## src/rtl/acp_pkg.sv

```systemverilog
// Shared constants, types and decoders for the address and control port
// pin multiplexer.
// Assumes a 32-bit AXI4-Lite register bus and one 40 MHz system clock.
package acp_pkg;

   // ****************************************************************
   // Register map
   // ****************************************************************
   localparam int ACP_ADDR_W = 12; // Byte address bits decoded
   localparam int ACP_IDX_W = 10; // Word index bits decoded
   localparam logic [31:0] ACP_FSEL_PRINTED = 32'hFFFFF45A;
   localparam logic [9:0] ACP_IDX_FSEL = ACP_FSEL_PRINTED[9:0];
   localparam logic [9:0] ACP_IDX_ADIR = 10'h000; // Address port dir
   localparam logic [9:0] ACP_IDX_ABIT = 10'h001; // Single-bit dir
   localparam logic [9:0] ACP_IDX_CDIR = 10'h002; // Control port dir
   localparam logic [9:0] ACP_IDX_MEXP = 10'h003; // Expansion setting
   localparam logic [9:0] ACP_IDX_AOUT = 10'h004; // Address port data
   localparam logic [9:0] ACP_IDX_COUT = 10'h005; // Control port data
   localparam logic [9:0] ACP_IDX_PINS = 10'h006; // Pin levels
   localparam logic [9:0] ACP_IDX_STAT = 10'h007; // Block state

   // ****************************************************************
   // Reset values and field positions
   // ****************************************************************
   localparam logic [7:0] ACP_DIR_RST = 8'hFF;
   localparam logic [7:0] ACP_FSEL_RST_SC0 = 8'h00;
   localparam logic [7:0] ACP_FSEL_RST_CTL = 8'hE0;
   localparam logic [7:0] ACP_MM_RST_SC0 = 8'h00;
   localparam logic [7:0] ACP_MM_RST_LO = 8'h07;
   localparam logic [7:0] ACP_MM_RST_HI = 8'h0F;
   localparam logic [7:0] ACP_DATA_RST = 8'h00;
   localparam int ACP_FN_LSB = 5; // Lowest implemented control bit
   localparam int ACP_BIT_VAL = 3; // Value bit of a single-bit write
   localparam logic [1:0] ACP_RESP_OKAY = 2'h0;
   localparam logic [1:0] ACP_RESP_SLVERR = 2'h2;

   // Operating select pin codes
   localparam logic [3:0] ACP_STRAP_RL0 = 4'h0;
   localparam logic [3:0] ACP_STRAP_RL1 = 4'h1;
   localparam logic [3:0] ACP_STRAP_SC1 = 4'h3;

   // ****************************************************************
   // Types
   // ****************************************************************
   typedef enum logic [3:0] {
      ACP_SC0 = 4'b0001,
      ACP_SC1 = 4'b0010,
      ACP_RL0 = 4'b0100,
      ACP_RL1 = 4'b1000
   } acp_mode_t;

   typedef struct packed {
      logic valid; // One-cycle write strobe
      logic lane0; // Byte lane 0 enabled
      logic [ACP_IDX_W-1:0] idx;
      logic [7:0] data;
   } acp_wr_t;

   // Operating mode from the select pins; unknown codes act as mode 0
   function automatic acp_mode_t acp_mode_of(input logic [3:0] s);
      case (s)
         ACP_STRAP_RL0: acp_mode_of = ACP_RL0;
         ACP_STRAP_RL1: acp_mode_of = ACP_RL1;
         ACP_STRAP_SC1: acp_mode_of = ACP_SC1;
         default: acp_mode_of = ACP_SC0;
      endcase
   endfunction

   // Address-carrying pins for the three low expansion bits
   function automatic logic [7:0] acp_addr_mask(input logic [2:0] mm);
      case (mm)
         3'h0: acp_addr_mask = 8'h00;
         3'h1: acp_addr_mask = 8'h0F;
         3'h2: acp_addr_mask = 8'h3F;
         default: acp_addr_mask = 8'hFF;
      endcase
   endfunction

endpackage

```

## src/rtl/acp_axil.sv

```systemverilog
// AXI4-Lite slave front end: one write and one read in flight.
// Assumes the register file answers hit and data combinationally.
`timescale 1ns/100ps
module acp_axil
   import acp_pkg::*;
#(
   parameter int ADDR_W = ACP_ADDR_W
)
(
   input wire logic clk,
   input wire logic reset_n,
   input wire logic ce,
   input wire logic [ADDR_W-1:0] s_axi_awaddr,
   input wire logic s_axi_awvalid,
   output logic s_axi_awready,
   input wire logic [31:0] s_axi_wdata,
   input wire logic [3:0] s_axi_wstrb,
   input wire logic s_axi_wvalid,
   output logic s_axi_wready,
   output logic [1:0] s_axi_bresp,
   output logic s_axi_bvalid,
   input wire logic s_axi_bready,
   input wire logic [ADDR_W-1:0] s_axi_araddr,
   input wire logic s_axi_arvalid,
   output logic s_axi_arready,
   output logic [31:0] s_axi_rdata,
   output logic [1:0] s_axi_rresp,
   output logic s_axi_rvalid,
   input wire logic s_axi_rready,
   output acp_wr_t wr,
   input wire logic wr_hit,
   output logic [ACP_IDX_W-1:0] rd_idx,
   input wire logic [31:0] rd_data,
   input wire logic rd_hit
);

   // ****************************************************************
   // State
   // ****************************************************************
   generate
      if (ADDR_W < ACP_IDX_W + 2)
      begin : g_chk
         $error("acp_axil: ADDR_W too small for the register index");
      end
   endgenerate

   logic aw_held, next_aw_held; // Write address taken
   logic w_held, next_w_held; // Write data taken
   logic [ACP_IDX_W-1:0] aw_idx, next_aw_idx;
   logic [7:0] w_byte, next_w_byte;
   logic w_lane0, next_w_lane0;
   logic [1:0] next_bresp, next_rresp;
   logic next_bvalid, next_rvalid;
   logic [31:0] next_rdata;

   // Readies drop while frozen so no beat is taken and lost
   assign s_axi_awready = ce & ~aw_held;
   assign s_axi_wready = ce & ~w_held;
   assign s_axi_arready = ce & ~s_axi_rvalid;
   assign rd_idx = s_axi_araddr[ACP_IDX_W+1:2];
   assign wr = '{valid: ce & aw_held & w_held & ~s_axi_bvalid,
                 lane0: w_lane0, idx: aw_idx, data: w_byte};

   // Next channel state
   always_comb
   begin
      next_aw_held = aw_held;
      next_w_held = w_held;
      next_aw_idx = aw_idx;
      next_w_byte = w_byte;
      next_w_lane0 = w_lane0;
      next_bvalid = s_axi_bvalid;
      next_bresp = s_axi_bresp;
      next_rvalid = s_axi_rvalid;
      next_rresp = s_axi_rresp;
      next_rdata = s_axi_rdata;
      if (s_axi_awvalid & s_axi_awready)
      begin
         next_aw_held = 1'b1;
         next_aw_idx = s_axi_awaddr[ACP_IDX_W+1:2];
      end
      if (s_axi_wvalid & s_axi_wready)
      begin
         next_w_held = 1'b1;
         next_w_byte = s_axi_wdata[7:0];
         next_w_lane0 = s_axi_wstrb[0];
      end
      // Response follows both halves
      if (wr.valid)
      begin
         next_aw_held = 1'b0;
         next_w_held = 1'b0;
         next_bvalid = 1'b1;
         next_bresp = wr_hit ? ACP_RESP_OKAY : ACP_RESP_SLVERR;
      end
      else if (s_axi_bvalid & s_axi_bready & ce)
      begin
         next_bvalid = 1'b0;
      end
      if (s_axi_arvalid & s_axi_arready)
      begin
         next_rvalid = 1'b1;
         next_rdata = rd_data;
         next_rresp = rd_hit ? ACP_RESP_OKAY : ACP_RESP_SLVERR;
      end
      else if (s_axi_rvalid & s_axi_rready & ce)
      begin
         next_rvalid = 1'b0;
      end
   end

   // Register channel state
   always_ff @(posedge clk)
   begin
      if (ce)
      begin
         if (!reset_n)
         begin
            aw_held <= 1'b0;
            w_held <= 1'b0;
            aw_idx <= '0;
            w_byte <= 8'h00;
            w_lane0 <= 1'b0;
            s_axi_bvalid <= 1'b0;
            s_axi_bresp <= ACP_RESP_OKAY;
            s_axi_rvalid <= 1'b0;
            s_axi_rresp <= ACP_RESP_OKAY;
            s_axi_rdata <= 32'h0000_0000;
         end
         else
         begin
            aw_held <= next_aw_held;
            w_held <= next_w_held;
            aw_idx <= next_aw_idx;
            w_byte <= next_w_byte;
            w_lane0 <= next_w_lane0;
            s_axi_bvalid <= next_bvalid;
            s_axi_bresp <= next_bresp;
            s_axi_rvalid <= next_rvalid;
            s_axi_rresp <= next_rresp;
            s_axi_rdata <= next_rdata;
         end
      end
   end

endmodule // acp_axil

```

## src/rtl/acp_mux.sv

```systemverilog
// Pin function logic for the 8-pin address-capable port and the 3-pin
// control port, with their direction and function-select registers.
// Assumes a 40 MHz clk, synchronous active-low reset_n held for at least
// three enabled edges, and pin pads resolved outside from o/oe.
`timescale 1ns/100ps

module acp_mux
   import acp_pkg::*;
(
   input wire logic clk,
   input wire logic reset_n,
   input wire logic ce,
   input wire logic [ACP_ADDR_W-1:0] s_axi_awaddr,
   input wire logic s_axi_awvalid,
   output logic s_axi_awready,
   input wire logic [31:0] s_axi_wdata,
   input wire logic [3:0] s_axi_wstrb,
   input wire logic s_axi_wvalid,
   output logic s_axi_wready,
   output logic [1:0] s_axi_bresp,
   output logic s_axi_bvalid,
   input wire logic s_axi_bready,
   input wire logic [ACP_ADDR_W-1:0] s_axi_araddr,
   input wire logic s_axi_arvalid,
   output logic s_axi_arready,
   output logic [31:0] s_axi_rdata,
   output logic [1:0] s_axi_rresp,
   output logic s_axi_rvalid,
   input wire logic s_axi_rready,
   input wire logic [3:0] operating_select_pins,
   input wire logic [7:0] upper_address_lines,
   input wire logic refresh_request,
   input wire logic [7:0] addr_port_pins_i,
   output logic [7:0] addr_port_pins_o,
   output logic [7:0] addr_port_pins_oe,
   input wire logic [2:0] control_port_pins_i,
   output logic [2:0] control_port_pins_o,
   output logic [2:0] control_port_pins_oe,
   output logic bus_wait,
   output logic ext_fetch_enable
);

   // ****************************************************************
   // Bus front end and pin synchronisers
   // ****************************************************************
   acp_wr_t wr; // Write strobe from the slave
   logic wr_hit; // Write index is mapped
   logic [ACP_IDX_W-1:0] rd_idx; // Read index
   logic [31:0] rd_data; // Read word for rd_idx
   logic rd_hit; // Read index is mapped
   logic [3:0] strap_s; // Synchronised select pins
   logic [7:0] addr_s; // Synchronised address port levels
   logic [2:0] ctl_s; // Synchronised control port levels

   acp_axil #(.ADDR_W(ACP_ADDR_W)) u_axil (
      .clk(clk),
      .reset_n(reset_n),
      .ce(ce),
      .s_axi_awaddr(s_axi_awaddr),
      .s_axi_awvalid(s_axi_awvalid),
      .s_axi_awready(s_axi_awready),
      .s_axi_wdata(s_axi_wdata),
      .s_axi_wstrb(s_axi_wstrb),
      .s_axi_wvalid(s_axi_wvalid),
      .s_axi_wready(s_axi_wready),
      .s_axi_bresp(s_axi_bresp),
      .s_axi_bvalid(s_axi_bvalid),
      .s_axi_bready(s_axi_bready),
      .s_axi_araddr(s_axi_araddr),
      .s_axi_arvalid(s_axi_arvalid),
      .s_axi_arready(s_axi_arready),
      .s_axi_rdata(s_axi_rdata),
      .s_axi_rresp(s_axi_rresp),
      .s_axi_rvalid(s_axi_rvalid),
      .s_axi_rready(s_axi_rready),
      .wr(wr),
      .wr_hit(wr_hit),
      .rd_idx(rd_idx),
      .rd_data(rd_data),
      .rd_hit(rd_hit)
   );

   // Straps and pad inputs all come from outside the clock domain
   acp_sync #(.WIDTH(15)) u_sync (
      .clk(clk),
      .ce(ce),
      .d({operating_select_pins, control_port_pins_i, addr_port_pins_i}),
      .q({strap_s, ctl_s, addr_s})
   );

   // ****************************************************************
   // Register state
   // ****************************************************************
   acp_mode_t mode, next_mode, strap_mode; // Latched operating mode
   logic [7:0] adir, next_adir; // Address port directions
   logic [2:0] cdir, next_cdir; // Control port directions, bits 7:5
   logic [2:0] fsel, next_fsel; // Function select, bits 7:5
   logic [3:0] mm, next_mm; // Expansion setting bits
   logic [7:0] aout, next_aout; // Address port output latch
   logic [2:0] cout, next_cout; // Control port output latch
   logic next_fetch; // External fetch still possible
   logic [7:0] amask; // Pins carrying address
   logic clk_run; // Clock output divider may toggle
   logic sys_clk_q, next_sys_clk; // Divided clock for the clock pin

   assign strap_mode = acp_mode_of(strap_s);
   assign amask = acp_addr_mask(mm[2:0]);

   // Next register values from bus writes
   always_comb
   begin
      next_mode = mode;
      next_adir = adir;
      next_cdir = cdir;
      next_fsel = fsel;
      next_mm = mm;
      next_aout = aout;
      next_cout = cout;
      next_fetch = ext_fetch_enable;
      if (wr.valid && wr.lane0)
      begin
         case (wr.idx)
            ACP_IDX_ADIR: next_adir = wr.data;
            // Bit index in 2:0, value in bit 3
            ACP_IDX_ABIT: next_adir[wr.data[2:0]] = wr.data[ACP_BIT_VAL];
            // Only bits 7:5 exist; lower bits stay at one
            ACP_IDX_CDIR: next_cdir = wr.data[7:ACP_FN_LSB];
            // Only bits 7:5 exist; lower bits stay at zero
            ACP_IDX_FSEL: next_fsel = wr.data[7:ACP_FN_LSB];
            ACP_IDX_MEXP:
            begin
               next_mm = wr.data[3:0];
               // Once the bus leaves expansion, fetch never returns
               if (wr.data[2:0] == 3'h0)
               begin
                  next_fetch = 1'b0;
               end
            end
            ACP_IDX_AOUT: next_aout = wr.data;
            ACP_IDX_COUT: next_cout = wr.data[7:ACP_FN_LSB];
            default: next_mode = mode;
         endcase
      end
   end

   // Register with mode-dependent reset values
   always_ff @(posedge clk)
   begin
      if (ce)
      begin
         if (!reset_n)
         begin
            // Straps are followed for as long as reset is held
            mode <= strap_mode;
            adir <= ACP_DIR_RST;
            cdir <= ACP_DIR_RST[7:ACP_FN_LSB];
            aout <= ACP_DATA_RST;
            cout <= ACP_DATA_RST[7:ACP_FN_LSB];
            if (strap_mode == ACP_SC0)
            begin
               fsel <= ACP_FSEL_RST_SC0[7:ACP_FN_LSB];
               mm <= ACP_MM_RST_SC0[3:0];
               ext_fetch_enable <= 1'b0;
            end
            else
            begin
               fsel <= ACP_FSEL_RST_CTL[7:ACP_FN_LSB];
               ext_fetch_enable <= 1'b1;
               if (strap_mode == ACP_RL1)
               begin
                  mm <= ACP_MM_RST_HI[3:0];
               end
               else
               begin
                  mm <= ACP_MM_RST_LO[3:0];
               end
            end
         end
         else
         begin
            mode <= next_mode;
            adir <= next_adir;
            cdir <= next_cdir;
            fsel <= next_fsel;
            mm <= next_mm;
            aout <= next_aout;
            cout <= next_cout;
            ext_fetch_enable <= next_fetch;
         end
      end
   end

   // ****************************************************************
   // Register reads
   // ****************************************************************
   // Write-only registers read as zero; mapped indices answer OKAY
   always_comb
   begin
      rd_hit = 1'b1;
      rd_data = 32'h0000_0000;
      case (rd_idx)
         ACP_IDX_ADIR: rd_data[7:0] = adir;
         ACP_IDX_ABIT: rd_data[7:0] = adir;
         ACP_IDX_CDIR: rd_hit = 1'b1;
         ACP_IDX_FSEL: rd_hit = 1'b1;
         ACP_IDX_MEXP: rd_data[3:0] = mm;
         ACP_IDX_AOUT: rd_data[7:0] = aout;
         // Unimplemented low five bits return zero here
         ACP_IDX_COUT: rd_data[7:ACP_FN_LSB] = cout;
         ACP_IDX_PINS: rd_data[15:0] = {ctl_s, 5'h00, addr_s};
         ACP_IDX_STAT: rd_data[12:0] = {mode, ext_fetch_enable, amask};
         default: rd_hit = 1'b0;
      endcase
   end

   always_comb
   begin
      case (wr.idx)
         ACP_IDX_ADIR, ACP_IDX_ABIT, ACP_IDX_CDIR, ACP_IDX_FSEL,
         ACP_IDX_MEXP, ACP_IDX_AOUT, ACP_IDX_COUT: wr_hit = 1'b1;
         default: wr_hit = 1'b0;
      endcase
   end

   // ****************************************************************
   // Pin multiplexing
   // ****************************************************************
   logic [7:0] next_a_o, next_a_oe;
   logic [2:0] next_c_o, next_c_oe;
   logic next_wait;

   // Clock pin runs through reset outside single-chip mode 0
   assign clk_run = !reset_n ? (strap_mode != ACP_SC0) : fsel[2];
   // A flop cannot forward clk itself; half rate is the trade-off
   assign next_sys_clk = clk_run ? ~sys_clk_q : 1'b0;

   // Next pad values for both ports
   always_comb
   begin
      next_a_o = (amask & upper_address_lines) | (~amask & aout);
      next_a_oe = amask | ~adir;
      next_c_o = cout;
      next_c_oe = ~cdir;
      next_wait = 1'b0;
      // Refresh request output on pin five
      if (fsel[0])
      begin
         next_c_o[0] = refresh_request;
         next_c_oe[0] = 1'b1;
      end
      // Wait input on pin six, active low at the pad
      if (fsel[1])
      begin
         next_c_oe[1] = 1'b0;
         next_wait = ~ctl_s[1];
      end
      // Clock output on pin seven
      if (fsel[2])
      begin
         next_c_o[2] = next_sys_clk;
         next_c_oe[2] = 1'b1;
      end
      // All pads float in reset but a running clock pin
      if (!reset_n)
      begin
         next_a_oe = 8'h00;
         next_c_oe = {clk_run, 2'b00};
         next_c_o = {next_sys_clk, 2'b00};
         next_wait = 1'b0;
      end
   end

   // Register pad drivers
   always_ff @(posedge clk)
   begin
      if (ce)
      begin
         sys_clk_q <= next_sys_clk;
         addr_port_pins_o <= next_a_o;
         addr_port_pins_oe <= next_a_oe;
         control_port_pins_o <= next_c_o;
         control_port_pins_oe <= next_c_oe;
         bus_wait <= next_wait;
      end
   end
endmodule // acp_mux

```

## src/rtl/acp_sync.sv

```systemverilog
// Two-flop synchroniser for pin inputs.
// Assumes inputs are asynchronous to clk; flops carry no reset so that
// straps are seen while reset is held.
`timescale 1ns/100ps
module acp_sync
   import acp_pkg::*;
#(
   parameter int WIDTH = 8
)
(
   input wire logic clk,
   input wire logic ce,
   input wire logic [WIDTH-1:0] d,
   output logic [WIDTH-1:0] q
);

   logic [WIDTH-1:0] meta; // First stage, read only by q

   // Both stages advance together under the clock enable
   always_ff @(posedge clk)
   begin
      if (ce)
      begin
         meta <= d;
         q <= meta;
      end
   end

endmodule // acp_sync

```

## config.mk

```make
export PLATFORM = sky130hd
export DESIGN_NAME = acp_mux
export DESIGN_NICKNAME = d
export VERILOG_FILES = /design/src/rtl/acp_pkg.sv /design/src/rtl/acp_axil.sv /design/src/rtl/acp_mux.sv /design/src/rtl/acp_sync.sv
export SDC_FILE = /design/constraint.sdc
export NUM_CORES = 1
export LEC_CHECK = 0
export BUFFER_PORTS_ARGS = -buffer_cell sky130_fd_sc_hd__buf_2
export CAP_MARGIN = 5
export CELL_PAD_IN_SITES_DETAIL_PLACEMENT = 1
export CELL_PAD_IN_SITES_GLOBAL_PLACEMENT = 1
export CORE_ASPECT_RATIO = 1.25
export CORE_MARGIN = 4
export CORE_UTILIZATION = 41
export CTS_CLUSTER_DIAMETER = 120
export CTS_CLUSTER_SIZE = 8
export DETAILED_ROUTE_END_ITERATION = 16
export GPL_TIMING_DRIVEN = 0
export PLACE_DENSITY = 0.9
export RECOVER_POWER = 50
export SLEW_MARGIN = 20
export SYNTH_ARGS = -nofsm -noshare
export SYNTH_HDL_FRONTEND = slang
export SYNTH_SLANG_ARGS = --single-unit
```

## constraint.sdc

```tcl
create_clock -name clk -period 2.2 [get_ports clk]
set_input_delay 0.11 -clock clk [delete_from_list [all_inputs] [get_ports clk]]
set_output_delay 0.11 -clock clk [all_outputs]
set_load 0.03 [all_outputs]
```

* Yosys cells after proc, flatten, opt, wreduce, memory -nomap -nowiden
Index checks and enable logic that the tools add are counted. W data, S select, Z words.
Operators by class: add/subtract/negate cells 0, multiply operators 0, div/mod/pow operators 0, magnitude comparators 2, equality and inequality tests 37, shift operators 0, muxes and demuxes 57, bitwise logic cells 27, reduce and logical (&&, ||, !) cells 29
Operators by type and width (number):
- $eq A10 B3 Y1 const B | 6
- $eq A10 B2 Y1 const B | 4
- $mux W3 | 11
- $mux W8 | 4
- $pmux W8 S3 | 1
- $mux W1 | 22
- $ne A2 B1 Y1 const B | 11
- $eq A10 B1 Y1 const B | 2
- $eq A10 B7 Y1 const B | 2
- $logic_not A10 Y1 | 2
- $mux W4 | 5
- $pmux W4 S5 | 1
- $reduce_and A2 Y1 | 10
- $reduce_and A3 Y1 | 6
- $and A8 B8 Y8 | 2
- $mux W16 | 1
- $not A8 Y8 | 2
- $or A8 B8 Y8 | 2
- $pmux W8 S2 | 1
- $ne A3 B1 Y1 const B | 5
- $pmux W3 S5 | 1
- $and A1 B1 Y1 | 13
- $pmux W4 S3 | 1
- $mux W10 | 1
- 22 further kinds | 36
Word-level totals: register bits 131, latch bits 0, bits in writable memories 0, memory bits (read-only) 0, input bits 92, memories 0

* Logic depth before layout (Yosys ltp)
word-level depth 7, mapped depth 6, gate-level depth less buffers 6

* By module
From an unflattened synthesis, not the netlist that was laid out.
Second synthesis, totals: cells, all modules 452, area total of the unflattened synthesis 6287.3 um^2
By module, submodules not included:
- acp_mux | instances 1, cells each 265, area an instance 3054.2 um^2, seq. area each 1741.7 um^2
- acp_axil | instances 1, cells each 157, area an instance 2332.2 um^2, seq. area each 1711.6 um^2
- acp_sync | instances 1, cells each 30, area an instance 900.9 um^2, seq. area each 900.9 um^2

* Least setup slack after synthesis
Ideal clock, no wire load.
path type register to register, start reg u_axil.s_axi_rvalid, end reg u_axil.s_axi_rdata[0] (enable), setup time 0.374 ns, data arrival time 1.634 ns, path slack 0.193 ns, cell stages (with the launch flop) 4, buffers on the path 0, clock period less this slack 2.007 ns, cell sequence edfxtp_1 > nor2b_1 > nand2_1 > nand2_1
On the way: cells in the longest elaborated chain, start to end 5
Ends and longest elaborated chain:
- start: declaration | line acp_axil.sv:28 | output logic s_axi_rvalid,
- start signal: assignment | line acp_axil.sv:139 | s_axi_rvalid <= next_rvalid;
- $not A1 Y1 | line acp_axil.sv:59 | assign s_axi_arready = ce & ~s_axi_rvalid;
- $and A1 B1 Y1 | line acp_axil.sv:59
- net s_axi_arready | line acp_mux.sv:25 | output logic s_axi_arready,
- $and A1 B1 Y1 | line acp_axil.sv:100 | if (s_axi_arvalid & s_axi_arready)
- $ne A2 B1 Y1 (no line)
- $reduce_and A2 Y1 (no line)
- end signal: assignment | line acp_axil.sv:141 | s_axi_rdata <= next_rdata;
- end: declaration | line acp_axil.sv:26 | output logic [31:0] s_axi_rdata,
The timed path passes the listed nets, and every way through them passes these cells. A chain may end at the register's enable or synchronous reset.

* Worst setup path after layout
start reg u_axil.s_axi_bvalid, end reg cout[0] (enable)
On the way: cells in the longest elaborated chain, start to end 5
Ends and longest elaborated chain:
- start: declaration | line acp_axil.sv:21 | output logic s_axi_bvalid,
- start signal: assignment | line acp_axil.sv:137 | s_axi_bvalid <= next_bvalid;
- $not A1 Y1 | line acp_axil.sv:61 | assign wr = '{valid: ce & aw_held & w_held & ~s_axi_bvalid,
- $and A1 B1 Y1 | line acp_axil.sv:61
- $logic_and A1 B1 Y1 | line acp_mux.sv:120 | if (wr.valid && wr.lane0)
- $ne A2 B1 Y1 (no line)
- $reduce_and A3 Y1 (no line)
- end signal: assignment | line acp_mux.sv:158 | cout <= ACP_DATA_RST[7:ACP_FN_LSB];
- end signal: assignment | line acp_mux.sv:187 | cout <= next_cout;
- end: declaration | line acp_mux.sv:100 | logic [2:0] cout, next_cout;
No other way between the ends.

==> metrics.md <==
| Metric | Value |
|---|---|
| Clock Latency Late Sink | 0.42 ns |
| Max Slew Vio Count | 0 |
| Most frequent cells in the layout | edfxtp_1, buf_2, clkbuf_1 |
| Seq pwr share | 46.8% |
| Dominant register cell in the synthesized netlist | edfxtp_1 |
| Top post-synthesis cells by area | edfxtp_1, and2_1, nand2_1 |
| Fin util | 55.5% |
| Int Pwr | 0.00483 W |
| Slowest stage delay, CP | 0.53 ns |
| Final net count | 692 |
| Sw Ratio | 22.9% |
| Most common cell after layout, fill and taps aside | edfxtp_1 |
| Number of diodes | 0 |
| Area delta synth->final | 31.7% |
| Die area | 15700 um^2 |
| Logic pwr share | 9.5% |
| Worst EP arrival | 2.15 ns |
| Setup CP Type | flip-flop to flip-flop |
| Post-CTS setup buffers | 0 |
| Vias per inst | 5.15 |
| Req. time, crit path | 2.24 ns |
| DRC errors left | 0 |
| Most frequent CP cell | o21ai_1 |
| Sw Pwr | 0.00144 W |
| Core area | 13300 um^2 |
| Clk sinks | 129 |
| CP max FO | 7 |
| VDD IR-drop max | 0.480 mV |
| Period utilization | 95.5% |
| Vias | 4036 |
| Final setup fails | 0 |
| Total CTS buffers | 17 |
| Register area share after synthesis | 68.9% |
| Hold Vio Cnt, Final | 0 |
| Initial antenna violation count | 0 |
| H-tree Lvls | 4 |
| Worst-Margin Slew | 0.776 ns |
| Top cell type's share of synthesized area | 68.9% |
| Final min period | 2.10 ns |
| Leakage power | 2.80 nW |
| Initial core utilization | 42.1% |
| I/O Buffers | 106 |
| Hold Crit Class | input pin to flip-flop |
| Synth unique cells | 51 |
| Count of yosys warnings during synthesis | 0 |
| Worst clock skew | 0.0104 ns |
| Die H | 139 um |
| Reg clk slew, reported paths | 0.05 ns |
| Max Root-Sink Buffers | 2 |
| Buf+Inv Stages, Crit Path | 1 |
| Maxcap violations | 0 |
| Post-synth EDFFs | 129 |
| Die width | 113 um |
| GRT Overall Usage | 19.3% |
| Power Dens Cells | 847 nW/um^2 |
| Max Fclk | 476 MHz |
| RSZ-0062 raised after global routing | yes |
| Hold_ws | 0.0194 ns |
| GR Overflow Total | 0 |
| Vias in the first global route | 4478 |
| Family with the most delay on the worst path | compound AO/OA/AOI/OAI gates |
| DRT antenna net count | 0 |
| First-pass GRT wire length | 23500 um |
| Row count | 47 |
| Root buf cell | clkbuf_16 |
| Share of layout cells above drive strength 1 | 22.2% |
| Crit-path slowest cell | a21oi_1 |
| GPL Wtd Cong | 0.875 |
| Total Wirelength | 14600 um |
| Cell Chain, Critical Path | nor2_1, o21ai_1, inv_1, o21ai_1, a21oi_1 |
| Setup TNS | 0 ns |
| Drt pass-1 iters | 4 |
| Status | finished clean |
| Synth Register Bits | 129 |
| Crit start category | flip-flop |
| Max-slew headroom | 48.3% |
| Post-synthesis instance area | 5620 um^2 |
| Area leader, netlist | edfxtp_1 |
| Post-DP HPWL | 10300 um |
| Iter 0 DRT Violations | 209 |
| # IOs | 157 |
| WL per Instance | 18.6 um |
| Post-Synthesis Cells | 418 |
| Syn Area/Cell | 13.5 um^2 |
| Largest net degree at the start of global routing | 64 |
| CTS tree | done |
| Clock share of power | 43.8% |
| Setup crit end kind | flip-flop |
| Share of flip-flops with an asynchronous set or reset | 0% |
[logic make-up after synthesis]
| group | count (synthesis) | share of synthesized area [%] |
|---|---|---|
| AOI/OAI and AO/OA | 59 | 6.61 |
| buffers and inverters | 44 | 4.14 |
| DFF | 129 | 68.9 |
| muxes | 18 | 3.54 |
| other | 1 | 0.0667 |
| and+or+nand+nor | 167 | 16.8 |
[metrics by stage]
step,std cells,total power [W],area [um^2],setup WS [ns]
6_report,784,0.00627,7400,0.0987
5_1_grt,784,0.00650,7400,-0.0267
4_1_cts,784,0.00633,7430,0.0278
3_5_place_dp,712,0.00352,6430,-0.456
3_3_place_gp,712,0.00350,6430,-0.710
2_1_floorplan,435,0.00330,5690,0.193
[cells in the mapped netlist (7+ instances only)]
library cell and number:
and2_1 33, a21oi_1 20, o21ai_0 8, nand3_1 9, inv_1 9, edfxtp_1 129, mux2i_1 12, nor3_1 7
nor2_1 19, nor2b_1 8, and3_1 10, buf_4 18, nand2_1 42, clkbuf_1 15
[tightest hold or removal path, delay by kind of cell]
kind	cells	cell delay [ns]
and+or+nand+nor	2	0.12
buffers and inverters	1	0.08
[final timing paths]
check,from,to,slack [ns],cells past startpoint
worst max-delay path,u_axil.s_axi_bvalid,cout[0],0.1,5
worst min-delay path,s_axi_awvalid,u_axil.aw_held,0.02,3
worst max register to register,u_axil.s_axi_bvalid,cout[0],0.1,5
worst min register to register,u_sync.meta[9],u_sync.q[9],0.42,0
[state kept, by name (all words and copies together), names as in the netlist, 3 cells and up]
register and cells:
adir 8, u_sync.q 15, aout 8, u_axil.aw_idx 10, cout 3, fsel 3
control_port_pins_o 3, u_axil.s_axi_rdata 16, u_axil.w_byte 8, u_sync.meta 15, addr_port_pins_o 8, addr_port_pins_oe 8
mm 4, control_port_pins_oe 3, cdir 3, mode 4
[power groups by stage]
stage | registers (W) | logic, W | clock network (W)
6_report | 0.00293 | 0.000593 | 0.00275
3_5_place_dp | 0.00298 | 0.000543 | 0
4_1_cts | 0.00293 | 0.000604 | 0.00279
3_3_place_gp | 0.00297 | 0.000527 | 0
2_1_floorplan | 0.00305 | 0.000252 | 0
5_1_grt | 0.00295 | 0.000644 | 0.00291
[routing by layer]
layer	part of all wire, %	GRT usage (%)
met5	0	0
met4	1.5	6.96
met3	5.2	5.11
met2	54	34.0
met1	39	22.5
[what timing repair did]
| action | 4_1_cts | 5_1_grt |
|---|---|---|
| cloned | 0 | 0 |
| hold buffers | 40 | 0 |
| setup endpoints to repair | 39 | 35 |
| endpoints found under the hold margin | 40 | 0 |
| resized for setup | 5 | 5 |
| pin swaps | 0 | 0 |
[cell type report]
cell class	count	area (um^2)
Inverter	10	41.3
Tap cell	171	214
Buffer	34	195
Timing Repair Buffer	146	883
Clock inverter	14	146
Fill cell	1399	5940
Multi-Input combinational cell	262	1620
Sequential cell	129	3870
Clock buffer	18	429
Note: power is estimated with default switching activity, not from simulation.
